==> src/logic/ltsf_pkg.sv <==
// Purpose: constants for the tx/rx status flag bank
// Assumes: 32-bit AXI4-Lite, 16-bit registers in the low half of a word
// Notes:   status bits 15:6 are flags, 5:0 the master state code
package ltsf_pkg;
	localparam int ADDR_W = 8;
	// register byte offsets
	localparam logic [7:0] OFF_CTL_LOW   = 8'h80;
	localparam logic [7:0] OFF_CTL_HIGH  = 8'h84;
	localparam logic [7:0] OFF_STAT_HIGH = 8'h8C;
	localparam logic [7:0] OFF_STAT_CLR  = 8'h94;
	localparam logic [7:0] OFF_REQ       = 8'h98;
	localparam logic [7:0] OFF_CMP       = 8'hA0;
	localparam logic [7:0] OFF_IRQ_MASK  = 8'hA4;
	localparam logic [7:0] OFF_RX_DATA   = 8'hA8;
	// status high field positions
	localparam int BIT_SST  = 15;
	localparam int BIT_SSR  = 14;
	localparam int BIT_TXEF = 13;
	localparam int BIT_RXFF = 12;
	localparam int BIT_ROVE = 11;
	localparam int BIT_FCSE = 10;
	localparam int BIT_SRF  = 9;
	localparam int BIT_PIE  = 8;
	localparam int BIT_BFE  = 7;
	localparam int BIT_SFE  = 6;
	localparam int FLAG_LSB = 6;
	localparam int FLAG_W   = 10;
	localparam int SSL_W    = 6;
	// control fields
	localparam int BIT_PW   = 15;
	localparam int MODE_LSB = 0;
	localparam int BIT_AFE  = 4;
	localparam int BIT_ACSE = 5;
	localparam int BIT_SCHE = 6;
	localparam int BIT_TRQ  = 0;
	localparam int BIT_RRQ  = 1;
	// reset values
	localparam logic [15:0] STAT_HIGH_RST = 16'h0000;
	localparam logic [15:0] CTL_RST       = 16'h0000;
	localparam logic [15:0] CMP_RST       = 16'h0000;
	localparam logic [15:0] MASK_RST      = 16'h0000;
	// software-clearable flags: 13 down to 6
	localparam logic [15:0] SW_CLR_MASK   = 16'h3FC0;
	// modes
	localparam logic [1:0] MODE_LIN_MASTER = 2'h0;
	localparam logic [1:0] MODE_UART       = 2'h1;
	localparam logic [1:0] MODE_UART_THRU  = 2'h2;
	// master state codes
	localparam logic [5:0] SSL_IDLE    = 6'h00;
	localparam logic [5:0] SSL_NO_RESP = 6'h19;
	// bus answers
	localparam logic [1:0] RESP_OKAY   = 2'h0;
	localparam logic [1:0] RESP_SLVERR = 2'h2;
endpackage

==> src/logic/ltsf_status_top.sv <==
// Purpose: status flag bank of a lin master / uart unit, AXI4-Lite slave
// Assumes: frame engine signals share REF_CLK and need no synchroniser
// Notes:   registers are 16 bits in the low half of each word
//
// Chosen here: the AXI4-Lite register port.
`timescale 1ns/100ps
// Function
// tx request write sets the tx status flag, bit 15.
// automatic frame start in lin master mode also sets tx status.
// uart through mode never sets tx status, tx empty or rx full.
// tx status clears on unit disable or tx process completion.
// rx request sets rx status, bit 14; clears on disable or rx done.
// rx status and rx overflow never set in through or lin master mode.
// tx empty, bit 13, set when last tx data sent; disable or w1c clears.
// rx full, bit 12, set when last rx data stored; disable or w1c clears.
// overflow discards new data and sets bit 11; disable or w1c clears.
// received checksum mismatch sets checksum error, bit 10.
// checksum error only in lin master with auto checksum; clears as others.
// compare equal to scheduler count sets bit 9 and status interrupt.
// scheduler flag only in lin master, scheduler on, auto start off.
// status register is read-only at 8C hex, reset value 0000 hex.
// state field reads 0 idle, 19 hex no response, else abnormal.
// clearing unit enable halts and resets the unit and all flags.
// software clears flags by writing ones before a transmission.
// hardware set wins over a coincident software clear.
module ltsf_status_top
	import ltsf_pkg::*;
(
	input  wire logic              REF_CLK,
	input  wire logic              RST_N,
	input  wire logic              CE,
	input  wire logic [ADDR_W-1:0] S_AXI_AWADDR,
	input  wire logic              S_AXI_AWVALID,
	output logic                   S_AXI_AWREADY,
	input  wire logic [31:0]       S_AXI_WDATA,
	input  wire logic [3:0]        S_AXI_WSTRB,
	input  wire logic              S_AXI_WVALID,
	output logic                   S_AXI_WREADY,
	output logic [1:0]             S_AXI_BRESP,
	output logic                   S_AXI_BVALID,
	input  wire logic              S_AXI_BREADY,
	input  wire logic [ADDR_W-1:0] S_AXI_ARADDR,
	input  wire logic              S_AXI_ARVALID,
	output logic                   S_AXI_ARREADY,
	output logic [31:0]            S_AXI_RDATA,
	output logic [1:0]             S_AXI_RRESP,
	output logic                   S_AXI_RVALID,
	input  wire logic              S_AXI_RREADY,
	input  wire logic              TX_LAST_SENT,
	input  wire logic              TX_DONE,
	input  wire logic              AUTO_FRAME_START,
	input  wire logic              RX_LAST_STORED,
	input  wire logic              RX_DONE,
	input  wire logic              RX_FRAME_START,
	input  wire logic              RX_BYTE_VALID,
	input  wire logic [7:0]        RX_BYTE,
	input  wire logic              RX_CHK_VALID,
	input  wire logic [7:0]        RX_CHK_BYTE,
	input  wire logic [2:0]        FRAME_ERR_SET,
	input  wire logic [SSL_W-1:0]  MASTER_STATE,
	output logic                   UNIT_ENABLE,
	output logic                   TX_REQ,
	output logic                   RX_REQ,
	output logic                   STATUS_INT_REQ,
	output logic                   IRQ
);
	function automatic logic is_mapped(input logic [ADDR_W-1:0] a);
		is_mapped = (a == OFF_CTL_LOW) || (a == OFF_CTL_HIGH) ||
			(a == OFF_STAT_HIGH) || (a == OFF_STAT_CLR) ||
			(a == OFF_REQ) || (a == OFF_CMP) ||
			(a == OFF_IRQ_MASK) || (a == OFF_RX_DATA);
	endfunction

	function automatic logic [15:0] merge(
		input logic [15:0] old_v,
		input logic [15:0] new_v,
		input logic [3:0]  strb
	);
		logic [15:0] m;
		m     = {{8{strb[1]}}, {8{strb[0]}}};
		merge = (old_v & ~m) | (new_v & m);
	endfunction

	logic              aw_held_reg;
	logic [ADDR_W-1:0] aw_addr_reg;
	logic              w_held_reg;
	logic [31:0]       w_data_reg;
	logic [3:0]        w_strb_reg;
	logic              bvalid_reg;
	logic [1:0]        bresp_reg;
	logic              rvalid_reg;
	logic [31:0]       rdata_reg;
	logic [1:0]        rresp_reg;
	logic [15:0]       ctl_low_reg;
	logic [15:0]       ctl_high_reg;
	logic [15:0]       cmp_reg;
	logic [15:0]       mask_reg;
	logic [15:0]       sched_cnt_reg;
	logic [7:0]        rx_data_reg;
	logic              rx_held_reg;
	logic [SSL_W-1:0]  ssl_reg;
	logic              tx_req_reg;
	logic              rx_req_reg;
	logic              int_req_reg;
	logic              irq_reg;

	// write path: address and data are taken in either order
	wire        do_write = aw_held_reg && w_held_reg && !bvalid_reg;
	wire [15:0] wbits    = merge(16'h0000, w_data_reg[15:0], w_strb_reg);
	wire        wr_ctl_l = do_write && (aw_addr_reg == OFF_CTL_LOW);
	wire        wr_ctl_h = do_write && (aw_addr_reg == OFF_CTL_HIGH);
	wire        wr_clr   = do_write && (aw_addr_reg == OFF_STAT_CLR);
	wire        wr_req   = do_write && (aw_addr_reg == OFF_REQ);
	wire        wr_cmp   = do_write && (aw_addr_reg == OFF_CMP);
	wire        wr_mask  = do_write && (aw_addr_reg == OFF_IRQ_MASK);
	wire        rd_take  = S_AXI_ARVALID && !rvalid_reg;

	// configuration decode
	wire [1:0] mode    = ctl_low_reg[MODE_LSB +: 2];
	wire       unit_en = ctl_high_reg[BIT_PW];
	wire       through = (mode == MODE_UART_THRU);
	wire       lin_m   = (mode == MODE_LIN_MASTER);
	wire       uart    = !through && !lin_m;
	wire       afe     = ctl_low_reg[BIT_AFE];
	wire       acse    = ctl_low_reg[BIT_ACSE];
	wire       sche    = ctl_low_reg[BIT_SCHE];
	wire       trq     = wr_req && wbits[BIT_TRQ];
	wire       rrq     = wr_req && wbits[BIT_RRQ];

	// scheduler gating
	wire sched_run   = unit_en && lin_m && sche && !afe;
	// compare hit
	wire sched_match = sched_run && (sched_cnt_reg == cmp_reg);
	// a byte arriving while one is held is dropped
	wire rx_ovf      = RX_BYTE_VALID && rx_held_reg;
	wire rx_store    = RX_BYTE_VALID && !rx_held_reg;
	wire rx_take     = rd_take && (S_AXI_ARADDR == OFF_RX_DATA);
	wire csum_err;

	logic [15:0] set_vec;
	logic [15:0] clr_vec;
	logic [FLAG_W-1:0] flags;
	wire  [15:0] status = {flags, ssl_reg};

	always_comb begin
		set_vec = 16'h0000;
		// tx request; R02: automatic frame start; R03: not in through
		set_vec[BIT_SST]  = !through && (trq || (lin_m && afe && AUTO_FRAME_START));
		// rx request; R06: only outside through and lin master
		set_vec[BIT_SSR]  = uart && rrq;
		// tx buffer drained; R03: not in through
		set_vec[BIT_TXEF] = !through && TX_LAST_SENT;
		// rx buffer filled; R03: not in through
		set_vec[BIT_RXFF] = !through && RX_LAST_STORED;
		// overflow flag only in plain uart
		set_vec[BIT_ROVE] = uart && rx_ovf;
		// checksum error qualified by mode and auto checksum
		set_vec[BIT_FCSE] = lin_m && acse && csum_err;
		set_vec[BIT_SRF]  = sched_match;
		set_vec[BIT_SFE +: 3] = lin_m ? FRAME_ERR_SET : 3'h0;
	end

	always_comb begin
		// write-one-to-clear on the software clearable flags
		clr_vec = wr_clr ? (wbits & SW_CLR_MASK) : 16'h0000;
		// tx completion clears tx status
		clr_vec[BIT_SST] = TX_DONE;
		// rx completion clears rx status
		clr_vec[BIT_SSR] = RX_DONE;
	end

	// flags held at zero while the unit is off
	// set beats clear inside the flag bank
	ltsf_flags #(
		.W   (FLAG_W),
		.RST (STAT_HIGH_RST[15:FLAG_LSB])
	) u_flags (
		.clk    (REF_CLK),
		.rst_n  (RST_N),
		.ce     (CE),
		.en     (unit_en),
		.set_in (set_vec[15:FLAG_LSB]),
		.clr_in (clr_vec[15:FLAG_LSB]),
		.q      (flags)
	);

	// checksum over received data against the received checksum
	ltsf_csum u_csum (
		.clk        (REF_CLK),
		.rst_n      (RST_N),
		.ce         (CE),
		.en         (unit_en),
		.start      (RX_FRAME_START),
		.byte_valid (RX_BYTE_VALID),
		.byte_in    (RX_BYTE),
		.chk_valid  (RX_CHK_VALID),
		.chk_in     (RX_CHK_BYTE),
		.err        (csum_err)
	);

	// read mux, status is read-only and zero-extended
	wire [15:0] rd_word =
		(S_AXI_ARADDR == OFF_CTL_LOW)   ? ctl_low_reg :
		(S_AXI_ARADDR == OFF_CTL_HIGH)  ? ctl_high_reg :
		(S_AXI_ARADDR == OFF_STAT_HIGH) ? status :
		(S_AXI_ARADDR == OFF_CMP)       ? cmp_reg :
		(S_AXI_ARADDR == OFF_IRQ_MASK)  ? mask_reg :
		(S_AXI_ARADDR == OFF_RX_DATA)   ? {8'h00, rx_data_reg} : 16'h0000;

	assign S_AXI_AWREADY  = !aw_held_reg;
	assign S_AXI_WREADY   = !w_held_reg;
	assign S_AXI_BVALID   = bvalid_reg;
	assign S_AXI_BRESP    = bresp_reg;
	assign S_AXI_ARREADY  = !rvalid_reg;
	assign S_AXI_RVALID   = rvalid_reg;
	assign S_AXI_RDATA    = rdata_reg;
	assign S_AXI_RRESP    = rresp_reg;
	assign UNIT_ENABLE    = unit_en;
	assign TX_REQ         = tx_req_reg;
	assign RX_REQ         = rx_req_reg;
	assign STATUS_INT_REQ = int_req_reg;
	assign IRQ            = irq_reg;

	always_ff @(posedge REF_CLK) begin
		if (!RST_N) begin
			aw_held_reg <= 1'b0;
			aw_addr_reg <= '0;
			w_held_reg  <= 1'b0;
			w_data_reg  <= 32'h0000_0000;
			w_strb_reg  <= 4'h0;
			bvalid_reg  <= 1'b0;
			bresp_reg   <= RESP_OKAY;
		end else if (CE) begin
			if (S_AXI_AWVALID && !aw_held_reg) begin
				aw_held_reg <= 1'b1;
				aw_addr_reg <= S_AXI_AWADDR;
			end else if (do_write) begin
				aw_held_reg <= 1'b0;
			end
			if (S_AXI_WVALID && !w_held_reg) begin
				w_held_reg <= 1'b1;
				w_data_reg <= S_AXI_WDATA;
				w_strb_reg <= S_AXI_WSTRB;
			end else if (do_write) begin
				w_held_reg <= 1'b0;
			end
			if (do_write) begin
				bvalid_reg <= 1'b1;
				bresp_reg  <= is_mapped(aw_addr_reg) ? RESP_OKAY : RESP_SLVERR;
			end else if (S_AXI_BREADY) begin
				bvalid_reg <= 1'b0;
			end
		end
	end

	always_ff @(posedge REF_CLK) begin
		if (!RST_N) begin
			rvalid_reg <= 1'b0;
			rdata_reg  <= 32'h0000_0000;
			rresp_reg  <= RESP_OKAY;
		end else if (CE) begin
			if (rd_take) begin
				rvalid_reg <= 1'b1;
				rdata_reg  <= {16'h0000, rd_word};
				rresp_reg  <= is_mapped(S_AXI_ARADDR) ? RESP_OKAY : RESP_SLVERR;
			end else if (S_AXI_RREADY) begin
				rvalid_reg <= 1'b0;
			end
		end
	end

	always_ff @(posedge REF_CLK) begin
		if (!RST_N) begin
			ctl_low_reg  <= CTL_RST;
			ctl_high_reg <= CTL_RST;
			cmp_reg      <= CMP_RST;
			mask_reg     <= MASK_RST;
		end else if (CE) begin
			if (wr_ctl_l) ctl_low_reg <= merge(ctl_low_reg, w_data_reg[15:0], w_strb_reg);
			if (wr_ctl_h) ctl_high_reg <= merge(ctl_high_reg, w_data_reg[15:0], w_strb_reg);
			if (wr_cmp) cmp_reg <= merge(cmp_reg, w_data_reg[15:0], w_strb_reg);
			if (wr_mask) mask_reg <= merge(mask_reg, w_data_reg[15:0], w_strb_reg);
		end
	end

	// a disabled unit clears its counter, rx holding and state
	always_ff @(posedge REF_CLK) begin
		if (!RST_N) begin
			sched_cnt_reg <= 16'h0000;
			rx_data_reg   <= 8'h00;
			rx_held_reg   <= 1'b0;
			ssl_reg       <= SSL_IDLE;
		end else if (CE) begin
			// counter restarts on a hit so the period equals compare+1
			sched_cnt_reg <= (!sched_run || sched_match) ? 16'h0000 : sched_cnt_reg + 16'h0001;
			// store only into an empty holding register
			if (unit_en && rx_store) rx_data_reg <= RX_BYTE;
			rx_held_reg <= unit_en && (rx_store || (rx_held_reg && !rx_take));
			// state code is the engine state, idle when off
			ssl_reg <= unit_en ? MASTER_STATE : SSL_IDLE;
		end
	end

	// irq is registered, so it trails the flag by one cycle
	always_ff @(posedge REF_CLK) begin
		if (!RST_N) begin
			tx_req_reg  <= 1'b0;
			rx_req_reg  <= 1'b0;
			int_req_reg <= 1'b0;
			irq_reg     <= 1'b0;
		end else if (CE) begin
			tx_req_reg  <= unit_en && trq;
			rx_req_reg  <= unit_en && rrq;
			// status interrupt request with the scheduler event
			int_req_reg <= sched_match;
			irq_reg     <= |(status[15:FLAG_LSB] & mask_reg[15:FLAG_LSB]);
		end
	end
endmodule

==> src/logic/ltsf_flags.sv <==
// Purpose: bank of sticky flags with hardware set and clear inputs
// Assumes: set and clear come from logic on the same clock
// Notes:   a disabled unit holds every flag at zero
`timescale 1ns/100ps
module ltsf_flags
	import ltsf_pkg::*;
#(
	parameter int               W   = FLAG_W,
	parameter logic [W-1:0]     RST = '0
)(
	input  wire logic         clk,
	input  wire logic         rst_n,
	input  wire logic         ce,
	input  wire logic         en,
	input  wire logic [W-1:0] set_in,
	input  wire logic [W-1:0] clr_in,
	output logic      [W-1:0] q
);
	logic [W-1:0] q_reg;
	logic [W-1:0] q_next;

	// set is or-ed after the clear so a coincident event is kept
	assign q_next = en ? ((q_reg & ~clr_in) | set_in) : RST;
	assign q      = q_reg;

	always_ff @(posedge clk) begin
		if (!rst_n) begin
			q_reg <= RST;
		end else if (ce) begin
			q_reg <= q_next;
		end
	end
endmodule

==> src/logic/ltsf_csum.sv <==
// Purpose: running checksum over received bytes and compare
// Assumes: start pulses before the first byte of each frame
// Notes:   carry wraps back into bit 0, result is the inverted sum
`timescale 1ns/100ps
module ltsf_csum (
	input  wire logic       clk,
	input  wire logic       rst_n,
	input  wire logic       ce,
	input  wire logic       en,
	input  wire logic       start,
	input  wire logic       byte_valid,
	input  wire logic [7:0] byte_in,
	input  wire logic       chk_valid,
	input  wire logic [7:0] chk_in,
	output logic            err
);
	logic [7:0] sum_reg;
	logic [7:0] sum_next;
	logic [8:0] sum_wide;

	assign sum_wide = {1'b0, sum_reg} + {1'b0, byte_in};
	assign sum_next = sum_wide[7:0] + {7'h00, sum_wide[8]};
	assign err      = chk_valid && (chk_in != ~sum_reg);

	always_ff @(posedge clk) begin
		if (!rst_n) begin
			sum_reg <= 8'h00;
		end else if (ce) begin
			if (!en || start) begin
				sum_reg <= 8'h00;
			end else if (byte_valid) begin
				sum_reg <= sum_next;
			end
		end
	end
endmodule

==> config.mk <==
export PLATFORM = sky130hd
export DESIGN_NAME = ltsf_status_top
export DESIGN_NICKNAME = d
export VERILOG_FILES = /design/src/logic/ltsf_pkg.sv /design/src/logic/ltsf_status_top.sv /design/src/logic/ltsf_flags.sv /design/src/logic/ltsf_csum.sv
export SDC_FILE = /design/constraint.sdc
export NUM_CORES = 1
export LEC_CHECK = 0
export BUFFER_PORTS_ARGS = -buffer_cell sky130_fd_sc_hd__buf_2
export CORE_MARGIN = 4
export CORE_UTILIZATION = 45
export DETAILED_ROUTE_END_ITERATION = 6
export HOLD_SLACK_MARGIN = 0.03
export PLACE_DENSITY = 0.66
export SLEW_MARGIN = 20
export SYNTH_ARGS = -nofsm -noshare
export SYNTH_HDL_FRONTEND = slang
export SYNTH_SLANG_ARGS = --single-unit
export TNS_END_PERCENT = 5
==> constraint.sdc <==
create_clock -name REF_CLK -period 3.8 [get_ports REF_CLK]
set_clock_uncertainty 0.1 [all_clocks]
set_input_delay 0.19 -clock REF_CLK [delete_from_list [all_inputs] [get_ports REF_CLK]]
set_output_delay 0.19 -clock REF_CLK [all_outputs]
set_load 0.005 [all_outputs]
==> Yosys cells after proc, flatten, opt, wreduce, memory -nomap -nowiden <==
Index checks and enable logic that the tools add are counted.
{ "classes": {"n_bitwise": 15, "reduce_logical": 86, "add_sub_neg": 3, "mux": 22, "eq_ne": 19} }
{ "ops": {"columns": ["operator", "count"], "rows": [
  ["$eq A8 B8 Y1 const B", 16],
  ["$mux W16", 6],
  ["$and A16 B16 Y16", 5],
  ["$or A16 B16 Y16", 4],
  ["$logic_and A1 B1 Y1", 36],
  ["$reduce_and A2 Y1", 14],
  ["$mux W8", 3],
  ["$and A10 B10 Y10", 2],
  ["$logic_or A1 B1 Y1", 18],
  ["$add A16 B1 Y16 const B", 1],
  ["$eq A16 B16 Y1", 1],
  ["$not A16 Y16", 1],
  ["$mux W14", 1],
  ["$logic_not A1 Y1", 11],
  ["$mux W10", 1],
  ["$not A10 Y10", 1],
  ["$or A10 B10 Y10", 1],
  ["$reduce_bool A2 Y1", 5],
  ["$reduce_or A10 Y1", 1],
  ["$add A8 B8 Y9", 1],
  ["$add A8 B1 Y8", 1],
  ["$ne A8 B8 Y1", 1],
  ["$not A8 Y8", 1],
  ["$mux W1", 7],
  ["other kinds (5)", 6]
]} }
{ "totals": {"word_cells": 169, "regBits": 167, "in_bits": 93} }

==> Longest topological paths before layout <==
Gate-level depths: netlist (run 1).
{ "depth": {"ltp_word": 9, "ltp_mapped": 14} }

==> Hierarchy <==
A second synthesis (run 1) with hierarchy kept.
{ "hier_totals": {"cells_unflattened": 1065, "hier_area_um2": 8645.8} }
{ "by_module_without_submodules": {"columns": ["module", "area_each_um2", "seq_area_each_um2", "cells_per_inst", "instances"], "rows": [
  ["ltsf_status_top", 7239.4, 2942.8, 903, 1],
  ["ltsf_csum", 970.9, 160.2, 116, 1],
  ["ltsf_flags", 435.4, 200.2, 46, 1]
]} }

==> Worst setup path before layout (run 1) <==
OpenSTA, ideal clock, no wires.
{ "synth_path": {"kind": "reg-to-reg", "startpoint": "register u_csum.sum_reg[0]", "endpoint": "register u_csum.sum_reg[7]", "slack_ps": 1015, "t_required_ps": 3584, "arrival_time_ps": 2569, "setup_time_ps": 116, "path_stages_with_launch": 15, "period_less_slack_ps": 2785, "path_cell_list": "dfxtp_1 > ha_1 > inv_1 > fa_1 > nor2b_1 > o311a_1 > o31a_1 > o21ai_0 > nand2b_1 > ha_1 > and3_1 > and3_1 > nand3_1 > xnor3_1 > a31o_2"} }
{ "synth_via": {"elab_chain_cells": 4} }
{ "synth_lines": {"columns": ["element", "line", "source"], "rows": [
  ["start: declaration", "ltsf_csum.sv:17", "logic [7:0] sum_reg;"],
  ["start signal: assignment", "ltsf_csum.sv:32", "sum_reg <= sum_next;"],
  ["$add A8 B8 Y9", "ltsf_csum.sv:21", "assign sum_wide = {1'b0, sum_reg} + {1'b0, byte_in};"],
  ["$add A8 B1 Y8", "ltsf_csum.sv:22", "assign sum_next = sum_wide[7:0] + {7'h00, sum_wide[8]};"],
  ["$mux W8", "ltsf_csum.sv:31", "end else if (byte_valid) begin"],
  ["$mux W8", "ltsf_csum.sv:29", "if (!en || start) begin"]
]} }
No other way between the ends. The select of a mux whose other input is x is not followed.
A chain may end at the register's enable or synchronous reset.

==> Final worst setup path (run 1) <==
{ "layout_path": {"startpoint": "input RX_BYTE[0]", "endpoint": "register u_csum.sum_reg[7]"} }
{ "layout_via": {"elab_chain_cells": 4} }
{ "layout_lines": {"columns": ["element", "line", "source"], "rows": [
  ["start: declaration", "ltsf_status_top.sv:56", "input wire logic [7:0] RX_BYTE,"],
  ["$add A8 B8 Y9", "ltsf_csum.sv:21", null],
  ["$add A8 B1 Y8", "ltsf_csum.sv:22", null],
  ["$mux W8", "ltsf_csum.sv:31", null],
  ["$mux W8", "ltsf_csum.sv:29", null]
]} }
No other way between the ends. The select of a mux whose other input is x is not followed.

==> metrics.md, run 1 <==
| Metric | Value |
|---|---|
| # nets final | `1,213` |
| Post-layout util | `0.5498` |
| H-tree levels | `4` |
| IO Port Bufs | `102` |
| WS Path Type | `input pin to flop` |
| First-pass DRT Iterations | `5` |
| DP Worst Slack | `819.4 ps` |
| Worst r2r src | `u_csum.sum_reg[0]$_SDFFE_PN0P_` |
| Area grow syn2layout | `20.02%` |
| Core box area | `18,020 µm²` |
| Register area share after synthesis | `0.4000` |
| Initial antenna violation count | `0` |
| Setup Viol. Count Final | `0` |
| FP Rows | `49` |
| Hpwl dp | `16.72 mm` |
| DR WL/cell | `17.28 µm` |
| Total congestion overflow | `0` |
| Final period util | `0.8040` |
| Worst hold path depth | `3` |
| Tot GR Track Use | `0.2289` |
| WL final | `23.33 mm` |
| Ys flop type | `dfxtp_1` |
| Hold Startpoint | `RX_BYTE_VALID` |
| Library cells used by synthesis | `60` |
| Internal reg-to-reg setup slack | `830 ps` |
| DRC | `0` |
| Reg2reg path depth | `14` |
| CP Data Arrival Time | `3280 ps` |
| Final period demand of the worst path | `3055 ps` |
| First-pass GRT wire length | `37.12 mm` |
| Sum Neg Setup Slack | `0 ps` |
| Die Y | `143.5 µm` |
| Cell Area, Synth | `8258 µm²` |
| WHS Endpoint | `u_flags.q[5]$_SDFFE_PN0P_` |
| Yosys Warn Count | `0` |
| Most common cell after layout, fill and taps aside | `nand2_1` |
| Sequential power share | `0.466` |
| Placer Congestion | `0.8848` |
| Int Power | `0.002891 W` |
| Vias per Instance | `5.460` |
| Most frequent cells in the layout | `nand2_1 (166), dfxtp_1 (165), buf_2 (101), nor2b_1 (68), nand3_1 (67)` |
| Maximum fanout along the worst path | `2` |
| Max-cap viol count | `0` |
| Layout fillers | `1,693` |
| Die width | `143.5 µm` |
| Io pins | `139` |
| Routed vias | `7,371` |
| Die area | `20,580 µm²` |
| R2r endpoint | `u_csum.sum_reg[7]$_SDFFE_PN0P_` |
| Switching share of power | `0.2419` |
| CTS Buf Count | `17` |
| Initial DRC Count | `586` |
| Max clock buf depth | `2` |
| Crit path launch type | `input pin` |
| Combinational Power Share | `0.076` |
| Root Driver | `clkbuf_16` |
| Starting Density | `0.4581` |
| Footprint of the multi-input gates | `4557 µm²` |
| Worst vdd ir | `0.3474 mV` |
| Clock transition at path regs | `70 ps` |
| Worst hold path class | `input pin to flop` |
| P_sw | `0.0009225 W` |
| Largest net degree at the start of global routing | `111` |
| Worst-margin pin slew | `1008 ps` |
| EDFF count, synth | `0` |
| Vias in the first global route | `6,814` |
| Final Hold Viols | `0` |
| Clk sinks | `165` |
| Post-synthesis register bit count | `165` |
| Crit path from | `RX_BYTE[0]` |
| CTS tree | `done` |
| Headroom to the max-slew limit | `0.3233` |
| P per Cell Area | `384.8 nW/µm²` |
| Avg Cell Area, Syn | `8.426 µm²` |
| Critical Path RT | `4030 ps` |
| Postcts setup bufs | `0` |
| Capturing element type of the critical path | `flop` |
| Max Transition Viols Final | `0` |
| Part of the power in the clock network | `0.458` |
| Leak pwr | `3.728 nW` |
| Status | `finished, final reports clean` |
| Antenna cell count | `0` |
| RSZ-0062 raised after global routing | `false` |
| Register area | `3303 µm²` |
| Layout cells sized above 1 | `0.1401` |
| Post-synth ARST share | `0` |
| Antenna violation net count after detailed routing | `0` |
| Gate Count Post-Synth | `980` |
| Setup ws final | `744.6 ps` |
| Worst-Skew Late Latency | `430 ps` |
| FMAX | `327.3 MHz` |
per-layer routing:
layer	vias up	share of wire	track usage
li1	3648	-	-
met1	3429	0.47	0.3335
met2	258	0.44	0.3473
met3	36	0.067	0.03760
met4	0	0.019	0.07235
met5	-	0	0
cell usage after synthesis (11+ instances only):
| cell | number | area, µm² |
|---|---|---|
| nand2_1 | 166 | 623.1 |
| dfxtp_1 | 165 | 3303 |
| nor2b_1 | 68 | 425.4 |
| nand3_1 | 67 | 335.3 |
| a21boi_0 | 60 | 450.4 |
| clkbuf_1 | 42 | 157.7 |
| nor2_1 | 39 | 146.4 |
| a21oi_1 | 37 | 185.2 |
| mux2i_1 | 33 | 330.3 |
| a21boi_1 | 32 | 240.2 |
| xor2_1 | 27 | 236.5 |
| a22oi_1 | 23 | 172.7 |
| xnor2_1 | 22 | 192.7 |
| o21ai_0 | 21 | 105.1 |
| buf_4 | 19 | 142.6 |
| inv_1 | 19 | 71.32 |
| o22ai_1 | 16 | 100.1 |
| ha_1 | 11 | 137.6 |
| nand4_1 | 11 | 68.82 |
cell families (layout without fill, tap and decap cells):
logic type	after synthesis	count (layout)	synth area share
simple gates	390	390	0.2291
compound gates	239	239	0.2008
flops	165	165	0.4000
buf+inv	90	214	0.05591
xor+xnor	50	50	0.05470
mux	33	33	0.04000
fa+ha+maj	12	12	0.01909
other cells	1	18	0.0004541
power groups by stage:
stage / combinational (W) / sequential (W) / clock, W
after floorplan: 0.000169 / 0.00180 / 0
after global placement: 0.000247 / 0.00182 / 0
after detailed placement: 0.000247 / 0.00182 / 0
after CTS: 0.000286 / 0.00178 / 0.00177
after global routing: 0.000317 / 0.00178 / 0.00184
final: 0.000288 / 0.00178 / 0.00175
final cells by class:
class	instances	area share
multi-input combinational	742	0.4598
timing repair buffer	163	0.1101
clock inverter	13	0.01502
sequential	165	0.3333
inverter	19	0.007196
tap	229	0.02891
clock buffer	19	0.04570
stage by stage:
stage	hold WS [ps]	power (W)	area [µm²]	std cells
floorplan	234.9	0.001969	8322	997
global placement	339.7	0.002062	8828	1270
detailed placement	344.2	0.002063	8828	1270
CTS	50.90	0.003836	9911	1350
global route	53.43	0.003939	9911	1350
finish	57.23	0.003814	9911	1350
worst max path at each step:
| stage | to | slack [ps] |
|---|---|---|
| 2_1_floorplan | u_csum.sum_reg[7]$_SDFFE_PN0P_ | 1010 |
| 3_3_place_gp | u_csum.sum_reg[7]$_SDFFE_PN0P_ | 870 |
| 3_5_place_dp | u_csum.sum_reg[7]$_SDFFE_PN0P_ | 820 |
| 4_1_cts | u_csum.sum_reg[7]$_SDFFE_PN0P_ | 740 |
| 5_1_grt | u_csum.sum_reg[7]$_SDFFE_PN0P_ | 580 |
| 6_report | u_csum.sum_reg[7]$_SDFFE_PN0P_ | 740 |
worst max-delay path, stage by stage:
cell	delay, ps
dlygate4sd3_1	530
buf_2	130
ha_1	200
inv_1	70
fa_1	200
nor2b_1	70
o311a_1	310
o31a_1	250
o21ai_0	150
nand2b_1	80
ha_1	210
and3_1	190
and3_1	170
nand3_1	80
xnor3_1	210
a31o_2	240
timing repair:
action                    4_1_cts  5_1_grt
hold buffers                   48        0
hold endpoints to repair       48        0
gates resized for setup         0        0
Note: power is estimated with default switching activity, not from simulation.
==> inputs of run 2 (changes only) <==
--- a/config.mk
+++ b/config.mk
@@ -5,12 +5,13 @@
 export SDC_FILE = /design/constraint.sdc
 export NUM_CORES = 1
 export LEC_CHECK = 0
+export ABC_AREA = 1
 export BUFFER_PORTS_ARGS = -buffer_cell sky130_fd_sc_hd__buf_2
 export CORE_MARGIN = 4
 export CORE_UTILIZATION = 45
 export DETAILED_ROUTE_END_ITERATION = 6
 export HOLD_SLACK_MARGIN = 0.03
-export PLACE_DENSITY = 0.66
+export PLACE_DENSITY = 0.69
 export SLEW_MARGIN = 20
 export SYNTH_ARGS = -nofsm -noshare
 export SYNTH_HDL_FRONTEND = slang
==> constraint.sdc (replaced) <==
create_clock -name REF_CLK -period 2.5 [get_ports REF_CLK]
set_clock_uncertainty 0.1 [all_clocks]
set_input_delay 0.125 -clock REF_CLK [delete_from_list [all_inputs] [get_ports REF_CLK]]
set_output_delay 0.125 -clock REF_CLK [all_outputs]
set_load 0.005 [all_outputs]
==> run 2 against run 1 <==
Compared with the run above:
- the run now ends with negative setup slack left
- non-clock buffer count increased by 14
- final cell count increased by 12%
- total power increased by 56%
- combinational power increased by 48%
- design area increased by 1.7%
- clock power increased by 61%
- area after synthesis decreased by 1.9%
- register-to-register slack got worse by 840 ps
- sequential share of layout area decreased by 0.53 points
- worst setup slack got worse by 760 ps
- sequential cell count unchanged
- first-iteration DRC count decreased by 38%
- largest cell class unchanged
- highest routed layer unchanged
==> metrics.md, run 2 <==
| Metric | Value |
|---|---|
| FMAX | `397.9 MHz` |
| Layout cells sized above 1 | `0.1751` |
| Clk sinks | `165` |
| First-pass GRT wire length | `37.48 mm` |
| Largest net degree at the start of global routing | `62` |
| Placer Congestion | `0.8461` |
| Final period demand of the worst path | `2513 ps` |
| Part of the power in the clock network | `0.473` |
| Switching share of power | `0.2277` |
| Starting Density | `0.4633` |
| Root Driver | `clkbuf_16` |
| Yosys Warn Count | `0` |
| Cell Area, Synth | `8098 µm²` |
| Most frequent cells in the layout | `nand2_1 (203), dfxtp_1 (164), a21oi_1 (154), inv_1 (144), buf_2 (102)` |
| Hold Startpoint | `S_AXI_ARADDR[6]` |
| Layout fillers | `1,649` |
| Io pins | `139` |
| Worst vdd ir | `0.5207 mV` |
| H-tree levels | `4` |
| Cell count after placement | `1,429` |
| DR WL/cell | `15.40 µm` |
| Hpwl dp | `16.78 mm` |
| Die Y | `142.1 µm` |
| Worst hold path depth | `5` |
| Post-synthesis register bit count | `165` |
| Register area share after synthesis | `0.4079` |
| P_sw | `0.001357 W` |
| Area grow syn2layout | `24.43%` |
| Library cells used by synthesis | `43` |
| First-pass DRT Iterations | `5` |
| Die area | `20,210 µm²` |
| WHS Endpoint | `S_AXI_RRESP[1]$_SDFFE_PN0P_` |
| EDFF count, synth | `0` |
| Reg2reg path depth | `17` |
| Crit path launch type | `flop` |
| Capturing element type of the critical path | `flop` |
| Sequential power share | `0.456` |
| Sum Neg Setup Slack | `-13.43 ps` |
| Initial DRC Count | `365` |
| Post-layout util | `0.5765` |
| Avg Cell Area, Syn | `7.185 µm²` |
| Total congestion overflow | `0` |
| Leak pwr | `4.054 nW` |
| Setup Viol. Count Final | `1` |
| Headroom to the max-slew limit | `0.4854` |
| Max-cap viol count | `0` |
| P per Cell Area | `591.6 nW/µm²` |
| WS Path Type | `flop to flop` |
| Worst-margin pin slew | `771.1 ps` |
| CTS Buf Count | `17` |
| Combinational Power Share | `0.072` |
| Crit path max-delay cell type | `dfxtp_2` |
| Slowest stage delay, CP | `350 ps` |
| Initial antenna violation count | `0` |
| Final period util | `1.005` |
| Most common cell after layout, fill and taps aside | `nand2_1` |
| Gate Count Post-Synth | `1,127` |
| Synth top cells by count | `nand2_1 (205), dfxtp_1 (165), a21oi_1 (155)` |
| Routed vias | `7,935` |
| IO Port Bufs | `102` |
| RSZ-0062 raised after global routing | `true` |
| DRC | `0` |
| Die width | `142.1 µm` |
| Top post-synthesis cells by area | `dfxtp_1 (41%), a21oi_1 (9.6%), nand2_1 (9.5%)` |
| Max clock buf depth | `2` |
| Vias per Instance | `5.234` |
| Max Transition Viols Final | `0` |
| Int Power | `0.004604 W` |
| Most common cell in the netlist | `nand2_1` |
| CTS tree | `done` |
| Tot GR Track Use | `0.2321` |
| WL final | `23.35 mm` |
| Final Hold Viols | `0` |
| Ys flop type | `dfxtp_1` |
| Antenna cell count | `0` |
| R2r endpoint | `u_csum.sum_reg[7]$_SDFFE_PN0P_` |
| Violated checks | `negative setup slack` |
| Worst-Skew Late Latency | `430 ps` |
| Clock transition at path regs | `60 ps` |
| CP Data Arrival Time | `2710 ps` |
| Share of the synthesized area in the top cell type | `0.4079` |
| # nets final | `1,385` |
| Critical Path RT | `2690 ps` |
| Setup ws final | `-13.43 ps` |
| Vias in the first global route | `7,591` |
| Core box area | `17,480 µm²` |
| Crit-path cells | `ha_4 -> inv_2 -> fa_2 -> inv_2 -> nand2_2 -> nand3_2 -> a21oi_2 -> o21bai_1 -> ha_2 -> buf_6 -> nand2_4 -> nor2_4 -> nand3_2 -> nor2_4 -> nand4_1 -> nand3_1 -> a21oi_1` |
| Worst r2r src | `u_csum.sum_reg[0]$_SDFFE_PN0P_` |
| Status | `finished with violations` |
| DP Worst Slack | `-195.7 ps` |
| FP Rows | `48` |
| Internal reg-to-reg setup slack | `-10 ps` |
| Post-synth ARST share | `0` |
| Worst hold path class | `input pin to flop` |
| Antenna violation net count after detailed routing | `0` |
| Footprint of the multi-input gates | `4066 µm²` |
| Post-synth top area cell | `dfxtp_1` |
| Register area | `3304 µm²` |
| Maximum fanout along the worst path | `4` |
| Total Power | `0.005961 W` |
| Post-route non-filler standard cell count | `1,516` |
## run 2: changes by cell type in the layout (fill, tap and decap cells not counted), sizes merged, moves of 65 or more
| cell | before | now |
|---|---|---|
| o21ai | 23 | 93 |
| inv | 22 | 155 |
| a21oi | 37 | 155 |
| nor2b | 68 | 0 |
| a21boi | 92 | 0 |
| nor2 | 40 | 105 |
## run 2: per-layer routing
layer / vias up / global-route usage / share of wire
li1: 3989 / - / -
met1: 3655 / 0.2761 / 0.42
met2: 233 / 0.4082 / 0.49
met3: 58 / 0.03763 / 0.049
met4: 0 / 0.1091 / 0.040
met5: - / 0 / 0
## run 2: layout make-up
cell class | instances | area share
tap | 225 | 0.02794
sequential | 165 | 0.3280
timing repair buffer | 177 | 0.1211
clock buffer | 20 | 0.04334
inverter | 156 | 0.05812
clock inverter | 10 | 0.01801
multi-input combinational | 763 | 0.4036
## run 2: worst max path at each step
stage | startpoint | endpoint | cells after the start
after global placement | u_csum.sum_reg[0]$_SDFFE_PN0P_ | u_csum.sum_reg[6]$_SDFFE_PN0P_ | 17
after floorplan | u_csum.sum_reg[0]$_SDFFE_PN0P_ | u_csum.sum_reg[6]$_SDFFE_PN0P_ | 17
final | u_csum.sum_reg[0]$_SDFFE_PN0P_ | u_csum.sum_reg[7]$_SDFFE_PN0P_ | 17
after detailed placement | u_csum.sum_reg[0]$_SDFFE_PN0P_ | u_csum.sum_reg[6]$_SDFFE_PN0P_ | 18
after global routing | u_csum.sum_reg[0]$_SDFFE_PN0P_ | u_csum.sum_reg[7]$_SDFFE_PN0P_ | 18
after CTS | u_csum.sum_reg[0]$_SDFFE_PN0P_ | u_csum.sum_reg[6]$_SDFFE_PN0P_ | 18
## run 2: power groups by stage
stage               Combinational [W]  Clock (W)  Sequential, W
floorplan                    0.000230          0        0.00275
global placement             0.000349          0        0.00277
detailed placement           0.000351          0        0.00277
CTS                          0.000420    0.00284        0.00272
global route                 0.000474    0.00298        0.00272
finish                       0.000427    0.00282        0.00272
## run 2: cell families (layout without fill, tap and decap cells)
| kind of cell | after synthesis | count (layout) | synth area share |
|---|---|---|---|
| simple gates | 423 | 423 | 0.2424 |
| compound gates | 292 | 292 | 0.1981 |
| buf+inv | 216 | 363 | 0.1122 |
| flops | 165 | 165 | 0.4079 |
| xor+xnor | 18 | 18 | 0.01947 |
| fa+ha+maj | 12 | 12 | 0.01947 |
| other cells | 1 | 18 | 0.0004631 |
## run 2: through the flow
stage / area, µm² / hold WS [ps]
2_1_floorplan: 8162 / 169.6
3_3_place_gp: 8778 / 289.1
3_5_place_dp: 8778 / 288.1
4_1_cts: 10030 / 57.89
5_1_grt: 10080 / 79.61
6_report: 10080 / 65.50
## run 2: what timing repair did
item | in CTS | in global routing
hold buffers | 52 | 0
pin swaps | 16 | 12
gates resized for setup | 23 | 5
hold endpoints to repair | 52 | 0
buffers inserted | 4 | 1
setup endpoints to repair | 4 | 5
## run 2: critical path: cells and delay by family (launching register included)
| kind | cells | cell delay, ps |
|---|---|---|
| and+or+nand+nor | 8 | 750 |
| adders and majority gates | 3 | 700 |
| DFF | 1 | 350 |
| AOI/OAI and AO/OA | 3 | 260 |
| buffers and inverters | 3 | 220 |
==> inputs of run 3 (changes only) <==
--- a/config.mk
+++ b/config.mk
@@ -9,6 +9,7 @@
 export BUFFER_PORTS_ARGS = -buffer_cell sky130_fd_sc_hd__buf_2
 export CORE_MARGIN = 4
 export CORE_UTILIZATION = 45
+export CTS_CLUSTER_SIZE = 40
 export DETAILED_ROUTE_END_ITERATION = 6
 export HOLD_SLACK_MARGIN = 0.03
 export PLACE_DENSITY = 0.69
@@ -16,4 +17,4 @@
 export SYNTH_ARGS = -nofsm -noshare
 export SYNTH_HDL_FRONTEND = slang
 export SYNTH_SLANG_ARGS = --single-unit
-export TNS_END_PERCENT = 5
+export TNS_END_PERCENT = 50
==> constraint.sdc (replaced) <==
create_clock -name REF_CLK -period 2.5 [get_ports REF_CLK]
set_clock_uncertainty 0.1 [all_clocks]
set_input_delay 0.25 -clock REF_CLK [delete_from_list [all_inputs] [get_ports REF_CLK]]
set_output_delay 0.25 -clock REF_CLK [all_outputs]
set_load 0.005 [all_outputs]
==> run 3 against run 2 <==
Compared with the run above:
- die area unchanged
- register-to-register slack about the same
- final cell count down 0.92%
- highest routed layer unchanged
- critical path depth unchanged
- the run now ends clean
- critical endpoint unchanged
- non-clock buffer count down 15
- total power down 4.7%
- clock-buffer cell count up 1
==> metrics.md, run 3 (synthesized netlist as in run 2, its figures left out) <==
| Metric | Value |
|---|---|
| Most frequent CP cell | `nand3_2` |
| FP Rows | `48` |
| Vias per Instance | `5.206` |
| Tot GR Track Use | `0.2269` |
| Area after DPL | `8821 µm²` |
| Placer Congestion | `0.8611` |
| Worst hold path class | `input pin to flop` |
| Critical Path RT | `2760 ps` |
| First-pass GRT wire length | `36.77 mm` |
| Hpwl dp | `16.78 mm` |
| Total congestion overflow | `0` |
| Worst-margin pin slew | `621.3 ps` |
| Hold Startpoint | `S_AXI_WDATA[2]` |
| Die area | `20,210 µm²` |
| Starting Density | `0.4633` |
| Antenna violation net count after detailed routing | `0` |
| Sum Neg Setup Slack | `0 ps` |
| Total Power | `0.005678 W` |
| Capturing element type of the critical path | `flop` |
| Most frequent cells in the layout | `nand2_1 (202), dfxtp_1 (164), a21oi_1 (152), inv_1 (144), buf_2 (102)` |
| Reg2reg path depth | `17` |
| Max clock buf depth | `2` |
| # nets final | `1,370` |
| Top layer used by detailed routing | `met4` |
| CTS tree | `done` |
| Post-route non-filler standard cell count | `1,502` |
| First-pass DRT Iterations | `5` |
| Worst vdd ir | `0.5441 mV` |
| FMAX | `400.1 MHz` |
| Maximum fanout along the worst path | `4` |
| CTS Buf Count | `17` |
| Final period util | `0.9998` |
| DRC | `0` |
| Routed vias | `7,819` |
| WHS Endpoint | `w_data_reg[2]$_SDFFE_PN0P_` |
| DR WL/cell | `15.30 µm` |
| Worst r2r src | `u_csum.sum_reg[0]$_SDFFE_PN0P_` |
| WL final | `22.98 mm` |
| Core box area | `17,480 µm²` |
| Die Y | `142.1 µm` |
| Clk sinks | `165` |
| Vias in the first global route | `7,335` |
| RSZ-0062 raised after global routing | `true` |
| Layout cells sized above 1 | `0.1848` |
| Headroom to the max-slew limit | `0.5848` |
| P per Cell Area | `574.0 nW/µm²` |
| Post-layout util | `0.5661` |
| Crit path max-delay cell type | `dfxtp_2` |
| Most common cell after layout, fill and taps aside | `nand2_1` |
| Die width | `142.1 µm` |
| Setup Viol. Count Final | `0` |
| Met3 wire len | `1.249 mm` |
| Cell count after placement | `1,433` |
| Antenna cell count | `0` |
| Io pins | `139` |
| Crit-path cells | `ha_4 -> inv_2 -> fa_2 -> inv_2 -> nand2_2 -> nand3_2 -> a21oi_2 -> o21bai_1 -> ha_2 -> nand2_2 -> nor2_4 -> nand3_2 -> nor2_4 -> nand3_2 -> nand2_2 -> nand3_2 -> a21oi_2` |
| Worst-Skew Late Latency | `420 ps` |
| Internal reg-to-reg setup slack | `0.4 ps` |
| Area grow syn2layout | `22.17%` |
| H-tree levels | `4` |
| Root Driver | `clkbuf_16` |
| Leak pwr | `3.972 nW` |
| Slowest stage delay, CP | `340 ps` |
| CP Data Arrival Time | `2760 ps` |
| Finished Cell Area | `9893 µm²` |
| Status | `finished, final reports clean` |
| R2r endpoint | `u_csum.sum_reg[7]$_SDFFE_PN0P_` |
| Largest net degree at the start of global routing | `82` |
| Initial antenna violation count | `0` |
| WP buf/inv | `2` |
| Clock transition at path regs | `60 ps` |
| Wl on met1 | `9.731 mm` |
| Max Transition Viols Final | `0` |
| Met2 wire length | `11.63 mm` |
| Crit path launch type | `flop` |
| Worst hold path depth | `3` |
| Initial DRC Count | `494` |
| Final Hold Viols | `0` |
| Final period demand of the worst path | `2500 ps` |
| Max-cap viol count | `0` |
| IO Port Bufs | `102` |
| CP delay by family, top | `simple AND/OR/NAND/NOR gates` |
| WS Path Type | `flop to flop` |
## run 3: cell types whose count changed in the layout (fill, tap and decap cells not counted), moves of 2 or more
cell           change
a21oi_1            -2
clkbuf_8           +2
nand2_2            +2
buf_4              +2
dlygate4sd3_1     -18
clkinv_2           +3
bufinv_16          -3
a21oi_2            +2
## run 3: where the power goes
group	switching [W]	internal, W	leakage, nW
Combinational	0.000245	0.000167	2.36
Sequential	0.0000488	0.00267	1.33
Clock	0.00104	0.00151	0.282
## run 3: tightest hold or removal path, delay by kind of cell
family / cells / cell delay, ps
compound gates: 2 / 190
buf+inv: 1 / 80
## run 3: worst max path at each step
stage	cells after the start	slack, ps	endpoint	from
after floorplan	17	10	u_csum.sum_reg[6]$_SDFFE_PN0P_	u_csum.sum_reg[0]$_SDFFE_PN0P_
after global placement	19	-90	u_csum.sum_reg[6]$_SDFFE_PN0P_	RX_BYTE[0]
after detailed placement	19	-190	u_csum.sum_reg[6]$_SDFFE_PN0P_	RX_BYTE[0]
after CTS	17	0.9	u_csum.sum_reg[7]$_SDFFE_PN0P_	u_csum.sum_reg[0]$_SDFFE_PN0P_
after global routing	17	-140	u_csum.sum_reg[7]$_SDFFE_PN0P_	u_csum.sum_reg[0]$_SDFFE_PN0P_
final	17	0.4	u_csum.sum_reg[7]$_SDFFE_PN0P_	u_csum.sum_reg[0]$_SDFFE_PN0P_
## run 3: area by class of cell
class / count / area (µm²)
timing repair buffer: 162 / 1075
sequential: 165 / 3304
clock inverter: 10 / 106.4
clock buffer: 21 / 460.4
inverter: 156 / 585.6
tap: 225 / 281.5
fill: 1690 / 7584
multi-input combinational: 763 / 4080
## run 3: what timing repair did
item                                    4_1_cts  5_1_grt
gates resized for setup                      14       19
setup buffers                                 1        3
endpoints found under the setup margin        4        4
pin swaps                                     7       15
hold buffers                                 34        0
endpoints found under the hold margin        34        0
## run 3: through the flow
stage	setup WS, ps	hold slack [ps]
after floorplan	12.11	294.6
after global placement	-92.21	332.3
after detailed placement	-191.4	336.4
after CTS	0.9335	38.86
after global routing	-135.2	73.07
final	0.3850	40.16
## run 3: layer usage
layer | vias up | track usage
li1 | 3968 | -
met1 | 3605 | 0.2803
met2 | 213 | 0.4060
met3 | 33 | 0.04066
met4 | 0 | 0.06162
met5 | - | 0
